`src/tgf_cfg.svh`:
```
// Purpose: constants for the tuner output gain and format stage
// Assumes: registers are word aligned, byte address is four times the index
// Notes: included by the design module only; the package does not use it
// What this block does
// [RULE1] eight-bit gain mantissa register, read/write
// [RULE2] four-bit gain exponent in power bits 0-3
// [RULE3] gain is 2^(exponent-base) times (1+mantissa/256)
// [RULE4] base shift 6 down to 0 by rate
// [RULE5] unity gain puts 12-bit input in top bits
// [RULE6] double buffered gain, exponent write marks pending
// [RULE7] sync select clear: apply right after exponent write
// [RULE8] sync select set: wait for sync pin low
// [RULE9] host writes mantissa first, then exponent always
// [RULE10] power bit 5 disables clock-loss detect, resets low
// [RULE11] interleave clear: separate in-phase and quadrature ports
// [RULE12] interleave set: in-phase then quadrature on one port
// [RULE13] interleaved strobe rate is doubled; at full clock rate the code keeps the one-clock period
// [RULE14] first-half marker flags the in-phase word
// [RULE15] interleaved mode drives quadrature port low
// [RULE16] format bit 1 inverts strobe polarity
// [RULE17] pulse style: strobe high cycle before transition
// [RULE18] clock style: 50% strobe, rising mid-period; at a one-clock period the code keeps the strobe asserted
// [RULE19] format bits 4-7 round to 10/12/14/16 bits
// [RULE20] bits below the rounded width read zero
// [RULE21] host sets exactly one rounding bit
// [RULE22] real-output bit selects real; interleave only complex
// [RULE23] gain result saturates on overflow, always
// [RULE24] several rounding bits: narrowest width wins
// [RULE25] power bits 7:6 read zero, writes ignored
`ifndef TGF_CFG_SVH
`define TGF_CFG_SVH
`define TGF_IDX_MODE 4'h5
`define TGF_IDX_MAN 4'h6
`define TGF_IDX_POW 4'h7
`define TGF_IDX_FMT 4'h8
`define TGF_GS_BIT 4
`define TGF_CKOFF_BIT 5
`define TGF_ILV_BIT 0
`define TGF_POL_BIT 1
`define TGF_STY_BIT 2
`define TGF_RND_LSB 4
`define TGF_REAL_BIT 4
`define TGF_MAN_RST 8'h00
`define TGF_POW_RST 8'h00
`define TGF_FMT_RST 8'h80
`define TGF_MODE_RST 8'h00
`define TGF_BASE_MAX 3'h6
`define TGF_GUARD 4
`define TGF_OUT_W 16
`endif

```
`src/tgf_pkg.sv`:
```
// Purpose: types of the tuner output gain and format stage
// Assumes: nothing beyond the cfg header
// Notes: all state of the top module lives in tgf_state_t
package tgf_pkg;
  typedef struct packed {
    logic valid;
    logic signed [11:0] i;
    logic signed [11:0] q;
  } tgf_sample_t;
  typedef struct packed {
    logic [15:0] i;
    logic [15:0] q;
    logic strobe;
    logic marker;
  } tgf_word_t;
  typedef struct packed {
    logic [7:0] man;
    logic [7:0] act_man;
    logic [3:0] pow;
    logic [3:0] act_pow;
    logic gs_sel;
    logic ckoff;
    logic pend;
    logic [7:0] fmt;
    logic [2:0] rate;
    logic real_out;
    logic sync1;
    logic sync2;
    logic signed [39:0] wi;
    logic signed [39:0] wq;
    logic [15:0] si;
    logic [15:0] sq;
    logic [15:0] qhold;
    logic [6:0] cnt;
    logic half;
    logic pready;
    logic pslverr;
    logic [31:0] rdata;
    tgf_word_t word;
  } tgf_state_t;
endpackage : tgf_pkg

```
`src/tgf_top.sv`:
```
// Purpose: gain scaling, rounding and word formatting of tuner output samples
// Assumes: samples arrive on pclk from the filter; sync pin is asynchronous
// Notes: apb slave with one wait state; all outputs come from the state register
`timescale 1ns/1ps
`include "tgf_cfg.svh"
module tgf_top #(
  parameter int AW = 12
) (
  input wire logic pclk,
  input wire logic presetn,
  input wire logic psel,
  input wire logic penable,
  input wire logic pwrite,
  input wire logic [AW-1:0] paddr,
  input wire logic [31:0] pwdata,
  output logic [31:0] prdata,
  output logic pready,
  output logic pslverr,
  input wire tgf_pkg::tgf_sample_t sample_in,
  input wire logic gain_sync_pin_n,
  output tgf_pkg::tgf_word_t word_out,
  output logic clock_loss_detect_off
);
  import tgf_pkg::*;

  tgf_state_t st;
  tgf_state_t n;
  logic acc;
  logic wr;
  logic wr_man;
  logic wr_pow;
  logic apply;
  logic ilv;
  logic [2:0] ex;
  logic [7:0] period;
  logic [3:0] idx;
  logic mapped;

  // byte address to register index; misaligned or out of range gives 4'hf
  function automatic logic [3:0] reg_index(input logic [AW-1:0] a);
    logic [3:0] r;
    r = 4'hf;
    if (a[1:0] == 2'h0 && a[AW-1:6] == '0) begin
      r = a[5:2];
    end
    return r;
  endfunction : reg_index

  // base shift from rate setting: 6 for 0 or 1, then one less per step
  function automatic logic [2:0] base_shift(input logic [2:0] rate);
    return (rate <= 3'h1) ? `TGF_BASE_MAX : 3'(3'h7 - rate); // [RULE4]
  endfunction : base_shift

  // wide product keeps four guard bits below the 16-bit output lsb
  function automatic logic signed [39:0] scale(
    input logic signed [11:0] x,
    input logic [7:0] f,
    input logic [3:0] s,
    input logic [2:0] b
  );
    logic signed [39:0] m;
    m = 40'($signed({2'b01, f})); // one plus f/256 [RULE3]
    return ((40'(x) * m) <<< s) >>> b; // [RULE3] [RULE5]
  endfunction : scale

  // round to the narrowest selected width, saturate, clear the lsbs
  function automatic logic [15:0] round_word(
    input logic signed [39:0] w,
    input logic [3:0] sel
  );
    logic signed [39:0] t;
    logic signed [39:0] lim;
    int k;
    k = `TGF_GUARD; // nothing selected falls back to full width
    if (sel[0]) begin
      k = `TGF_GUARD + 6; // round_ten [RULE19] [RULE24]
    end else if (sel[1]) begin
      k = `TGF_GUARD + 4; // round_twelve [RULE19]
    end else if (sel[2]) begin
      k = `TGF_GUARD + 2; // round_fourteen [RULE19]
    end
    t = (w + (40'sd1 <<< (k - 1))) >>> k;
    lim = 40'sd1 <<< (`TGF_OUT_W + `TGF_GUARD - 1 - k);
    // clip after rounding so a carry into the sign bit cannot wrap
    if (t >= lim) begin
      t = lim - 40'sd1; // [RULE23]
    end else if (t < -lim) begin
      t = -lim; // [RULE23]
    end
    return 16'(t <<< (k - `TGF_GUARD)); // low bits shift in as zero [RULE20]
  endfunction : round_word

  // next state of the whole block
  always_comb begin
    n = st;
    idx = reg_index(paddr);
    mapped = idx >= `TGF_IDX_MODE && idx <= `TGF_IDX_FMT;
    acc = psel & penable & st.pready;
    wr = acc & pwrite & mapped;
    wr_man = wr && idx == `TGF_IDX_MAN;
    wr_pow = wr && idx == `TGF_IDX_POW;
    // one wait state: pready rises the cycle after the access phase opens
    n.pready = psel & penable & ~st.pready;
    n.pslverr = psel & penable & ~st.pready & ~mapped;
    n.rdata = 32'h0;
    case (idx)
      `TGF_IDX_MODE: n.rdata[7:0] = {3'h0, st.real_out, 1'b0, st.rate};
      `TGF_IDX_MAN: n.rdata[7:0] = st.man; // [RULE1]
      `TGF_IDX_POW: n.rdata[7:0] = {2'h0, st.ckoff, st.gs_sel, st.pow}; // [RULE25]
      `TGF_IDX_FMT: n.rdata[7:0] = st.fmt;
      default: n.rdata = 32'h0;
    endcase
    if (!(psel & penable & ~st.pready)) begin
      n.rdata = st.rdata;
    end
    // register writes take effect on the edge that completes the access
    if (wr_man) begin
      n.man = pwdata[7:0]; // [RULE1]
    end
    if (wr_pow) begin
      n.pow = pwdata[3:0]; // [RULE2]
      n.gs_sel = pwdata[`TGF_GS_BIT];
      n.ckoff = pwdata[`TGF_CKOFF_BIT]; // [RULE10]
    end
    if (wr && idx == `TGF_IDX_FMT) begin
      n.fmt = pwdata[7:0];
    end
    if (wr && idx == `TGF_IDX_MODE) begin
      n.rate = pwdata[2:0];
      n.real_out = pwdata[`TGF_REAL_BIT]; // [RULE22]
    end
    // sync pin: first flop feeds only the second
    n.sync1 = gain_sync_pin_n;
    n.sync2 = st.sync1;
    // pending pair moves to the active copy now, or on sync pin low
    apply = st.pend & (~st.gs_sel | ~st.sync2); // [RULE7] [RULE8]
    if (apply) begin
      n.act_man = st.man; // [RULE6]
      n.act_pow = st.pow; // [RULE6]
      n.pend = 1'b0;
    end
    // a new exponent write wins over the clear of the same cycle
    if (wr_pow) begin
      n.pend = 1'b1; // [RULE6]
    end
    // gain stage, then rounding stage
    if (sample_in.valid) begin
      n.wi = scale(sample_in.i, st.act_man, st.act_pow, base_shift(st.rate));
      n.wq = scale(sample_in.q, st.act_man, st.act_pow, base_shift(st.rate));
    end
    n.si = round_word(st.wi, st.fmt[`TGF_RND_LSB +: 4]); // [RULE19]
    n.sq = round_word(st.wq, st.fmt[`TGF_RND_LSB +: 4]);
    // word period: complex rate, twice as fast for real from rate 2 up, halved again interleaved
    ilv = st.fmt[`TGF_ILV_BIT] & ~st.real_out; // [RULE22]
    if (st.real_out) begin
      ex = (st.rate <= 3'h2) ? 3'h0 : 3'(st.rate - 3'h2);
    end else begin
      ex = (st.rate <= 3'h1) ? 3'h0 : 3'(st.rate - 3'h1);
    end
    // at full clock rate there is no room to halve; pairs then take two clocks
    if (ilv && ex != 3'h0) begin
      ex = 3'(ex - 3'h1); // [RULE13]
    end
    period = 8'h1 << ex;
    if (st.cnt == 7'h0 || {1'b0, st.cnt} >= period) begin
      n.cnt = 7'(period - 8'h1);
    end else begin
      n.cnt = 7'(st.cnt - 7'h1);
    end
    // output word transition when the period counter wraps
    if (st.cnt == 7'h0) begin
      if (ilv && !st.half) begin
        n.word.i = st.si; // [RULE12]
        n.word.q = 16'h0; // [RULE15]
        n.word.marker = 1'b1; // [RULE14]
        n.qhold = st.sq;
        n.half = 1'b1;
      end else if (ilv) begin
        n.word.i = st.qhold; // [RULE12]
        n.word.q = 16'h0; // [RULE15]
        n.word.marker = 1'b0; // [RULE14]
        n.half = 1'b0;
      end else begin
        n.word.i = st.si; // [RULE11]
        n.word.q = st.real_out ? 16'h0 : st.sq; // [RULE11] [RULE22]
        n.word.marker = 1'b0;
        n.half = 1'b0;
      end
    end
    // strobe from the counter that will stand in the next cycle
    if (st.fmt[`TGF_STY_BIT]) begin
      n.word.strobe = {n.cnt, 1'b0} < period; // [RULE18]
    end else begin
      n.word.strobe = n.cnt == 7'h0; // [RULE17]
    end
    n.word.strobe = n.word.strobe ^ st.fmt[`TGF_POL_BIT]; // [RULE16]
  end

  // one register for all state
  always_ff @(posedge pclk or negedge presetn) begin
    if (!presetn) begin
      st <= '0;
      st.man <= `TGF_MAN_RST;
      st.pow <= 4'(`TGF_POW_RST);
      st.act_pow <= 4'(`TGF_POW_RST);
      st.ckoff <= 1'(`TGF_POW_RST >> `TGF_CKOFF_BIT); // [RULE10]
      st.fmt <= `TGF_FMT_RST;
      st.rate <= 3'(`TGF_MODE_RST);
      st.sync1 <= 1'b1;
      st.sync2 <= 1'b1;
    end else begin
      st <= n;
    end
  end

  // outputs straight from the state register
  assign prdata = st.rdata;
  assign pready = st.pready;
  assign pslverr = st.pslverr;
  assign word_out = st.word;
  assign clock_loss_detect_off = st.ckoff;

  // checks on gain buffering and power register read
  property p_apply_now;
    @(posedge pclk) disable iff (!presetn)
    (wr_pow && !pwdata[`TGF_GS_BIT]) |-> ##2 (st.act_pow == $past(pwdata[3:0], 2));
  endproperty
  a_apply_now: assert property (p_apply_now) else $error("gain not applied"); // [RULE7]

  property p_hold_sync;
    @(posedge pclk) disable iff (!presetn)
    (st.pend && st.gs_sel && st.sync2) |=> $stable(st.act_pow) && $stable(st.act_man);
  endproperty
  a_hold_sync: assert property (p_hold_sync) else $error("gain applied early"); // [RULE8]

  property p_man_alone;
    @(posedge pclk) disable iff (!presetn)
    (wr_man && !st.pend) |=> $stable(st.act_man);
  endproperty
  a_man_alone: assert property (p_man_alone) else $error("mantissa applied alone"); // [RULE6]

  property p_pow_read;
    @(posedge pclk) disable iff (!presetn)
    (psel && penable && !st.pready && !pwrite && idx == `TGF_IDX_POW)
      |=> (st.rdata[31:6] == 26'h0) && (st.rdata[3:0] == st.pow);
  endproperty
  a_pow_read: assert property (p_pow_read) else $error("power read wrong"); // [RULE25]

  // checks on output formatting
  property p_q_low;
    @(posedge pclk) disable iff (!presetn)
    (st.word.marker || st.half) |-> st.word.q == 16'h0;
  endproperty
  a_q_low: assert property (p_q_low) else $error("quadrature port not low"); // [RULE15]

  property p_pair;
    @(posedge pclk) disable iff (!presetn)
    (st.word.marker && st.cnt == 7'h0 && $stable(st.fmt) && st.fmt[`TGF_ILV_BIT] && !st.real_out)
      |=> !st.word.marker && st.word.i == $past(st.qhold);
  endproperty
  a_pair: assert property (p_pair) else $error("pair order broken"); // [RULE12]

  property p_pulse;
    @(posedge pclk) disable iff (!presetn)
    (!st.fmt[`TGF_STY_BIT] && $stable(st.fmt) && $past(presetn))
      |-> ((st.word.strobe ^ st.fmt[`TGF_POL_BIT]) == (st.cnt == 7'h0));
  endproperty
  a_pulse: assert property (p_pulse) else $error("strobe pulse misplaced"); // [RULE17]

  property p_low_zero;
    @(posedge pclk) disable iff (!presetn)
    st.fmt[`TGF_RND_LSB] |=> st.si[5:0] == 6'h0;
  endproperty
  a_low_zero: assert property (p_low_zero) else $error("low bits not cleared"); // [RULE20]

  property p_sat;
    @(posedge pclk) disable iff (!presetn)
    (st.wi >= 40'sh80000 && st.fmt[7:4] == 4'h8) |=> st.si == 16'h7fff;
  endproperty
  a_sat: assert property (p_sat) else $error("no saturation"); // [RULE23]

  // main scenarios
  c_ilv: cover property (@(posedge pclk) disable iff (!presetn) st.word.marker ##1 st.half);
  c_sync: cover property (@(posedge pclk) disable iff (!presetn) st.pend && st.gs_sel ##1 !st.pend);
  c_clock: cover property (@(posedge pclk) disable iff (!presetn)
    st.fmt[`TGF_STY_BIT] && $rose(st.word.strobe));
  c_sat: cover property (@(posedge pclk) disable iff (!presetn) st.si == 16'h7fff);
endmodule : tgf_top
```
`config.mk`:
```
export PLATFORM = sky130hd
export DESIGN_NAME = tgf_top
export DESIGN_NICKNAME = d
export VERILOG_FILES = /design/src/tgf_pkg.sv /design/src/tgf_top.sv
export VERILOG_INCLUDE_DIRS = /design/src
export SDC_FILE = /design/constraint.sdc
export NUM_CORES = 1
export LEC_CHECK = 0
export ABC_AREA = 1
export BUFFER_PORTS_ARGS = -buffer_cell sky130_fd_sc_hd__buf_2
export CAP_MARGIN = 20
export CORE_MARGIN = 8
export CORE_UTILIZATION = 55
export CTS_CLUSTER_DIAMETER = 150
export DETAILED_ROUTE_END_ITERATION = 8
export PLACE_DENSITY = 0.69
export SLEW_MARGIN = 20
export SYNTH_ARGS = -nofsm -noshare
export SYNTH_HDL_FRONTEND = slang
export SYNTH_SLANG_ARGS = --single-unit
```
`constraint.sdc`:
```
create_clock -name pclk -period 8.1 [get_ports pclk]
set_input_delay 2.025 -clock pclk [delete_from_list [all_inputs] [get_ports pclk]]
set_output_delay 2.025 -clock pclk [all_outputs]
set_load 0.03 [all_outputs]
```
==> flow_results.org, run 1 <==
** Setup path
- STA classifies the critical path endpoint as a flip-flop.
- Arrival time at the worst endpoint :: 8130 ps
- Grouping stages by cell kind, the critical path spends the most delay in adder cells.
- Largest fanout of any net on the critical path :: 5
- Biggest cell delay along the critical path :: 580 ps
- The worst setup path is launched from a primary input.
- Most repeated library cell on the critical path :: nand2_1
- Crit path max-delay cell type :: fa_1
- Buffers and inverters on the worst path :: 7
- Class of the most critical setup path :: primary input to flip-flop
- For the worst setup path, the data required time is 8570 ps.

** GRT
- Summed over all layers, the global routing overflow is 0.
- First-pass GRT wire length :: 152 mm
- GRT Overall Usage :: 0.275
- The initial antenna violation count came to 1.
- Maximum number of pins on one net before global-route repair :: 89
- Vias in the first global route :: 30099

** Yosys
- Netlist area before placement :: 32000 um2
- Mapped Cells :: 4851
- Of the total synthesized cell area, the portion taken by XOR and XNOR cells is 0.0244.
- The share of the Yosys chip area taken by registers is 0.166.
- Warning count from the yosys run :: 0
- The netlist uses 72 different library cells.
- Most used flip-flop cell after synthesis :: dfrtp_1
- In this run, synthesis inferred 0 flip-flops with an integrated enable.
- Of the total synthesized cell area, the portion taken by AND, OR, NAND and NOR gates is 0.332.
- Synthesis inferred 212 register bits.
- Combinational family with the most area after synthesis :: simple AND/OR/NAND/NOR gates
- Measured against the total synthesized area, the mux share comes to 0.0132.
- The largest total area in the synthesized netlist belongs to dfrtp_1.
- Async set-or-reset flop fraction in the synthesized netlist :: 1.00
- Avg Inst Size Synth :: 6.59 um2
- Of the post-synthesis cell area, the dominant cell type holds 0.163.
- Fraction of the mapped netlist area in compound gates :: 0.116
- Adder-Cell Fraction of Synth Area :: 0.220
- Ranked by total cell area, the synthesized netlist is headed by dfrtp_1 16%, nand2_1 15%, fa_1 12%.

** Route
- Final Routed Wirelength :: 92.0 mm
- The first detailed-routing pass took 5 iterations.
- Post-route antenna net violation count :: 0
- Post-DR wirelength/cell :: 16.0 um
- Detailed router's first-iteration violation count :: 2422
- Using the TritonRoute via totals, the vias-per-cell ratio works out to 5.45.
- For this run, design rule violations remaining after detail routing come to 0.
- Routed vias :: 31437

** Clock network
- TritonCTS clock tree :: built
- Number of buffers created by CTS :: 22
- The root buffer cell chosen for the clock tree is clkbuf_16.
- After clock tree synthesis, the clock-pin slew on the worst setup and hold paths is 60 ps.
- Clock latency on the worst-skew pair :: 550 ps
- The clock drives 212 sinks.
- Counting along the longest clock path gives a buffer depth of 3.
- CTS built an H-tree with a depth of 1.

** Die
- Area enclosed by the die boundary :: 66100 um2
- In this run the vertical extent of the chip is 257 um.
- The initial utilization of the core area, before any placement, comes to 0.556.
- IO Pins :: 144
- Core Area :: 57600 um2
- The floorplan step set the die width to 257 um.
- The initialized floorplan defines 88 standard-cell rows.

** Pwr
- The worst-case IR drop observed on VDD is 0.254 mV.
- In this run the static leakage power is 18.7 nW.
- Total power per unit cell area :: 123 nW/um2
- The design draws 4.29 mW.

** Placed design
- In this run the tool buffered the top-level ports with 95 buffer cells.
- Global placement routability congestion :: 0.998
- Pre-CTS WS :: -263 ps
- The number of placed instances, taps included, is 5729.
- Dpl cell area :: 33900 um2
- Post-DP HPWL :: 76.0 mm

** STA
- Based on the critical path, the design can be clocked at up to 130 MHz.
- In the finished design, the share of the clock period the worst path needs comes to 0.947.
- The final number of hold-violating endpoints is 0.
- At the pin with the least slew margin, the transition time is 1100 ps.
- Final setup TNS :: 0 ps
- Max Clock Skew :: 18.4 ps
- Setup ws final :: 433 ps
- Slew HR :: 0.264
- Smallest hold slack :: 356 ps
- Final count of pins violating max slew :: 0
- The routed design could run at a clock period as short as 7670 ps.
- Setup violations remaining at the end of the flow were counted as 0.

** Cells and area
- The library cells used most frequently in the layout, excluding fill and tap cells, are 1303 x nand2_1, 686 x inv_1, 640 x nand3_1, 301 x o21ai_0, 261 x ha_1.
- Post-Route Utilization :: 0.604
- Non-Filler Instances :: 5770
- Layout cell share with drive strength beyond 1 :: 0.0993
- After filler insertion, the fill cell instance count of the layout stands at 5650.
- Relative to the synthesized area, the layout overhead comes to 8.72%.
- Final instance area :: 34800 um2
- Leading cell type in the layout, fill and taps excluded :: nand2_1
- Final layout net count :: 5512

** Outcome
- Result of the run :: complete, no violations

** Flow run
- Max-cap violations in this run came to 0.

** Hold path
- Hold/Removal Path Class :: flip-flop to flip-flop
-- flip-flops by register name, summed over array words and instances (netlist names) --
register	count
n	1
pready	1
word_out	33
pslverr	1
st	167
prdata	8
clock_loss_detect_off	1
-- kinds of logic after synthesis --
| kind of cell | count (synthesis) |
|---|---|
| AND/OR/NAND/NOR | 2397 |
| multiplexers | 40 |
| AO/OA/AOI/OAI | 660 |
| flip-flops | 212 |
| other | 2 |
| adder cells (fa/ha/maj) | 449 |
| XOR/XNOR | 89 |
| buffers and inverters | 1002 |
-- cell type report --
cell class	instances	area (um2)	share of cell area
multi-input cells	3749	23100	0.663
flip-flops and latches	212	5310	0.153
inverters	719	2710	0.0780
repair buffers	284	1930	0.0556
well taps	765	957	0.0275
clock buffers	27	619	0.0178
clock inverters	13	185	0.00532
diodes	1	2.50	0.0000720
-- power by group --
part / total (mW) / internal [mW] / switching (mW)
Sequential: 1.34 / 1.22 / 0.120
Combinational: 1.84 / 0.626 / 1.21
Clock: 1.11 / 0.649 / 0.460
Total: 4.29 / 2.50 / 1.79
-- cells in the mapped netlist, types with 5 or more instances --
| master | count |
|---|---|
| xnor2_1 | 28 |
| nor2_1 | 239 |
| o22ai_1 | 10 |
| inv_1 | 688 |
| mux2i_1 | 23 |
| a21oi_1 | 164 |
| ha_1 | 261 |
| or2_2 | 19 |
| nand2_4 | 5 |
| o221ai_1 | 13 |
| dfrtp_1 | 209 |
| inv_2 | 21 |
| nand4_1 | 54 |
| clkbuf_1 | 157 |
| nor3_1 | 24 |
| a21boi_0 | 5 |
| a31oi_1 | 22 |
| fa_1 | 188 |
| o21ai_0 | 310 |
| buf_2 | 15 |
| o21bai_1 | 8 |
| clkinv_1 | 5 |
| o211ai_1 | 40 |
| a21o_1 | 7 |
| o21a_1 | 10 |
| nand2_1 | 1303 |
| nand3_2 | 23 |
| nor3_2 | 5 |
| nand3b_1 | 12 |
| nor4_1 | 13 |
| buf_4 | 67 |
| nand3_1 | 641 |
| buf_1 | 25 |
| nor2_2 | 7 |
| nand2_2 | 30 |
| o21ai_1 | 28 |
| xor2_1 | 61 |
| mux2_2 | 17 |
| a211oi_1 | 12 |
| clkbuf_2 | 14 |
-- routing by layer --
layer | track usage | up-vias | part of all wire
met2 | 0.465 | 889 | 0.46
met1 | 0.364 | 14598 | 0.44
li1 | - | 15794 | -
met5 | 0 | - | 0
met4 | 0.107 | 0 | 0.044
met3 | 0.0229 | 156 | 0.052
-- worst reg2reg max path, delay by kind of cell (launching register included) --
family	cells	cell delay, ps
and+or+nand+nor	14	1820
DFF	1	680
xor gates and xnor gates	1	250
AOI/OAI and AO/OA	11	3010
buffers and inverters	7	670
adders and majority gates	4	930
-- repair_timing --
| action | 4_1_cts | 5_1_grt |
|---|---|---|
| setup buffers | 0 | 0 |
| gates resized for setup | 0 | 15 |
| hold buffers | 0 | 0 |
| endpoints found under the setup margin | 0 | 22 |
-- worst paths after layout --
path | start | to | slack [ps] | cells past startpoint
max | sample_in[11] | st[157] | 430 | 34
min | n[204] | st[204] | 360 | 0
max reg2reg | st[216] | st[96] | 620 | 37
min reg2reg | n[204] | st[204] | 360 | 0
max in group asynchronous | presetn | st[156] | 5460 | 2
min in group asynchronous | presetn | st[73] | 1380 | 1
Note: power is estimated with default switching activity, not from simulation.
==> inputs of run 2 (changes only) <==
--- a/config.mk
+++ b/config.mk
@@ -7,9 +7,9 @@
 export NUM_CORES = 1
 export LEC_CHECK = 0
 export ABC_AREA = 1
-export BUFFER_PORTS_ARGS = -buffer_cell sky130_fd_sc_hd__buf_2
-export CAP_MARGIN = 20
-export CORE_MARGIN = 8
+export BUFFER_PORTS_ARGS = -buffer_cell sky130_fd_sc_hd__buf_4
+export CAP_MARGIN = 0
+export CORE_MARGIN = 2
 export CORE_UTILIZATION = 55
 export CTS_CLUSTER_DIAMETER = 150
 export DETAILED_ROUTE_END_ITERATION = 8
==> run 2 against run 1 <==
Sequential power hardly changed. Largest power group unchanged. Critical endpoint is now st[152]. Worst hold slack improved by 8.1 ps. Critical path type unchanged. Largest cell class unchanged. Clock power hardly changed. Fmax is 0.10% higher. Sequential cell count unchanged. Count of clock-buffer cells in the layout grew 1. Combinational power increased by 3%.
==> flow_results.org, run 2 (synthesized netlist as in run 1, its figures left out) <==
** Outcome
- Result of the run :: complete, no violations

** Clock network
- Number of buffers created by CTS :: 24
- Counting along the longest clock path gives a buffer depth of 3.
- Clock latency on the worst-skew pair, taken at its later pin, is 560 ps.
- # clock sinks :: 212
- CTS built an H-tree with a depth of 1.
- Buffers added to address setup during post-CTS repair amount to 0.
- TritonCTS built the clock tree.
- Clock-pin slew was measured on the worst setup and hold paths at 70 ps.
- Master cell of the clock root buffer :: clkbuf_16

** STA
- Smallest hold slack :: 364 ps
- Final critical-path required period :: 7660 ps
- At the pin with the least slew margin, the transition time is 953 ps.
- Static timing analysis puts the maximum clock frequency at 131 MHz.
- In the finished design, the share of the clock period the worst path needs comes to 0.946.
- Final count of pins violating max slew :: 0
- For the final routed database, the setup TNS stands at 0 ps.
- Between clock sinks in the finished design, the worst skew comes to 23.3 ps.
- Slew HR :: 0.363
- Setup violations remaining at the end of the flow were counted as 0.
- The final number of hold-violating endpoints was 0.

** Placed design
- Once placement finished, the instance area stood at 34000 um2.
- Global placement routability congestion :: 0.965
- The number of placed instances, taps included, is 5704.
- Post-DP HPWL :: 76.3 mm
- During placement, the flow inserted port buffers numbering 95.

** Route
- The first TritonRoute pass finished after 6 iterations.
- Routed vias :: 31336
- Post-route antenna net violation count :: 0
- Detailed router's first-iteration violation count :: 2321
- The routed design has 92.6 mm of wire.
- Post-DR wirelength/cell :: 16.1 um
- After detailed routing, the number of remaining DRC violations is 0.
- Using the TritonRoute via totals, the vias-per-cell ratio works out to 5.46.

** Setup path
- Worst reg2reg endpoint :: st[96]
- Arrival time at the worst endpoint :: 8120 ps
- Along the worst path, the maximum fanout reaches 7.
- Register-to-Register Setup Slack :: 470 ps
- Required time at the worst-slack endpoint :: 8560 ps
- By instance count, the cell type seen most on the critical path is nand2_1.
- Type of destination of the critical path :: flip-flop
- The critical path in this run is classified as primary input to flip-flop.
- Type of origin of the critical path :: primary input
- The startpoint identified for the worst register-to-register timing path is st[214].
- Cell family with most CP delay :: adder cells
- Biggest cell delay along the critical path :: 560 ps
- For this design, the slowest cell found on the critical path is fa_1.
- Worst R2R Path Depth :: 36
- Together, buffers and inverters on the worst path number 7.

** Die
- The initial utilization of the core area, before any placement, comes to 0.556.
- Die Span X :: 245 um
- After floorplanning, the core was sized to cover 57600 um2.
- Vertical extent of the die :: 245 um
- Area enclosed by the die boundary :: 60100 um2
- IO Pins :: 144
- # rows :: 88

** Cells and area
- After the flow finishes, the layout carries non-filler instances totaling 5744.
- The register with the most flip-flops in the final layout is st.
- Number of flip-flops under the largest register name :: 167
- Leading cell type in the layout, fill and taps excluded :: nand2_1
- The repair_antennas step left the layout with diodes totalling 0.
- Layout overhead on the synthesized area :: 8.73%
- In the final layout, the share of cells above drive strength 1 is 0.0936.
- The net count of the finished layout is 5489.
- Final instance area :: 34800 um2
- In the layout the commonest cells are 1303 x nand2_1, 686 x inv_1, 641 x nand3_1, 306 x o21ai_0, 261 x ha_1.

** GRT
- First-pass GRT wire length :: 153 mm
- Grt total ovfl :: 0
- Maximum number of pins on one net before global-route repair :: 89
- GRT Overall Usage :: 0.312
- Number of antenna violations at the first check in global routing :: 0
- Vias in the first global route :: 29817

** Pwr
- Total power for the finished layout comes to 4.35 mW.
- In this run the static leakage power is 18.6 nW.
- Power spread over the standard cell area amounts to 125 nW/um2.
- Across the VDD grid, the largest voltage drop is 0.250 mV.

** Hold path
- Hold/Removal Path Class :: flip-flop to flip-flop
- The worst hold path was traced through 0 stages.
- The worst hold path begins at n[204].
- Hold Path Sink :: st[204]

** Flow run
- Number of max-cap violations :: 0
run 2: changes by cell type in the layout (fill, tap and decap cells not counted), sizes merged:
cell      delta
diode        -1
clkinvlp     -1
clkinv       +1
bufinv       -1
clkbuf       +1
buf         -25
run 2: per-layer routing:
layer  share of wire  vias to the layer above  GRT usage  wire [um]
met4           0.040                        0      0.115       3720
met3           0.045                      138     0.0214       4190
li1                -                    15750          -          -
met2            0.45                      799      0.513      42100
met1            0.46                    14649      0.433      42600
met5               0                        -          0          0
run 2: layout make-up:
cell class	count	area (um2)
multi-input combinational	3749	23000
fill	5735	22800
clock inverter	12	148
clock buffer	28	636
tap	765	957
timing repair buffer	259	1980
sequential	212	5310
inverter	719	2720
run 2: what timing repair did:
action | in CTS | in global routing
endpoints found under the setup margin | 0 | 11
hold buffers | 0 | 0
resized for setup | 0 | 6
run 2: metrics by stage:
step | setup WS [ps] | utilization
global route | -8.48 | 0.604
detailed placement | -201 | 0.590
CTS | 366 | 0.604
finish | 441 | 0.604
global placement | -129 | 0.590
floorplan | 166 | -
run 2: worst reg2reg max path: cells and delay by family (launching register included):
kind,cells,cell delay [ps]
fa+ha+maj,4,1020
simple gates,13,1820
buf+inv,7,510
compound gates,11,3050
xor+xnor,1,310
flops,1,760
run 2: how the worst max path moves through the flow:
stage,from,to,slack [ps],depth (start not counted)
after CTS,sample_in[23],st[198],370,30
after global routing,sample_in[23],st[199],-8,30
after detailed placement,sample_in[23],st[198],-200,30
after global placement,sample_in[23],st[198],-130,30
after floorplan,sample_in[11],st[158],170,29
final,sample_in[11],st[152],440,34
run 2: where the power goes:
part / internal (mW) / total (mW) / switching [mW]
Combinational: 0.670 / 1.90 / 1.23
Clock: 0.630 / 1.10 / 0.472
Sequential: 1.22 / 1.35 / 0.127
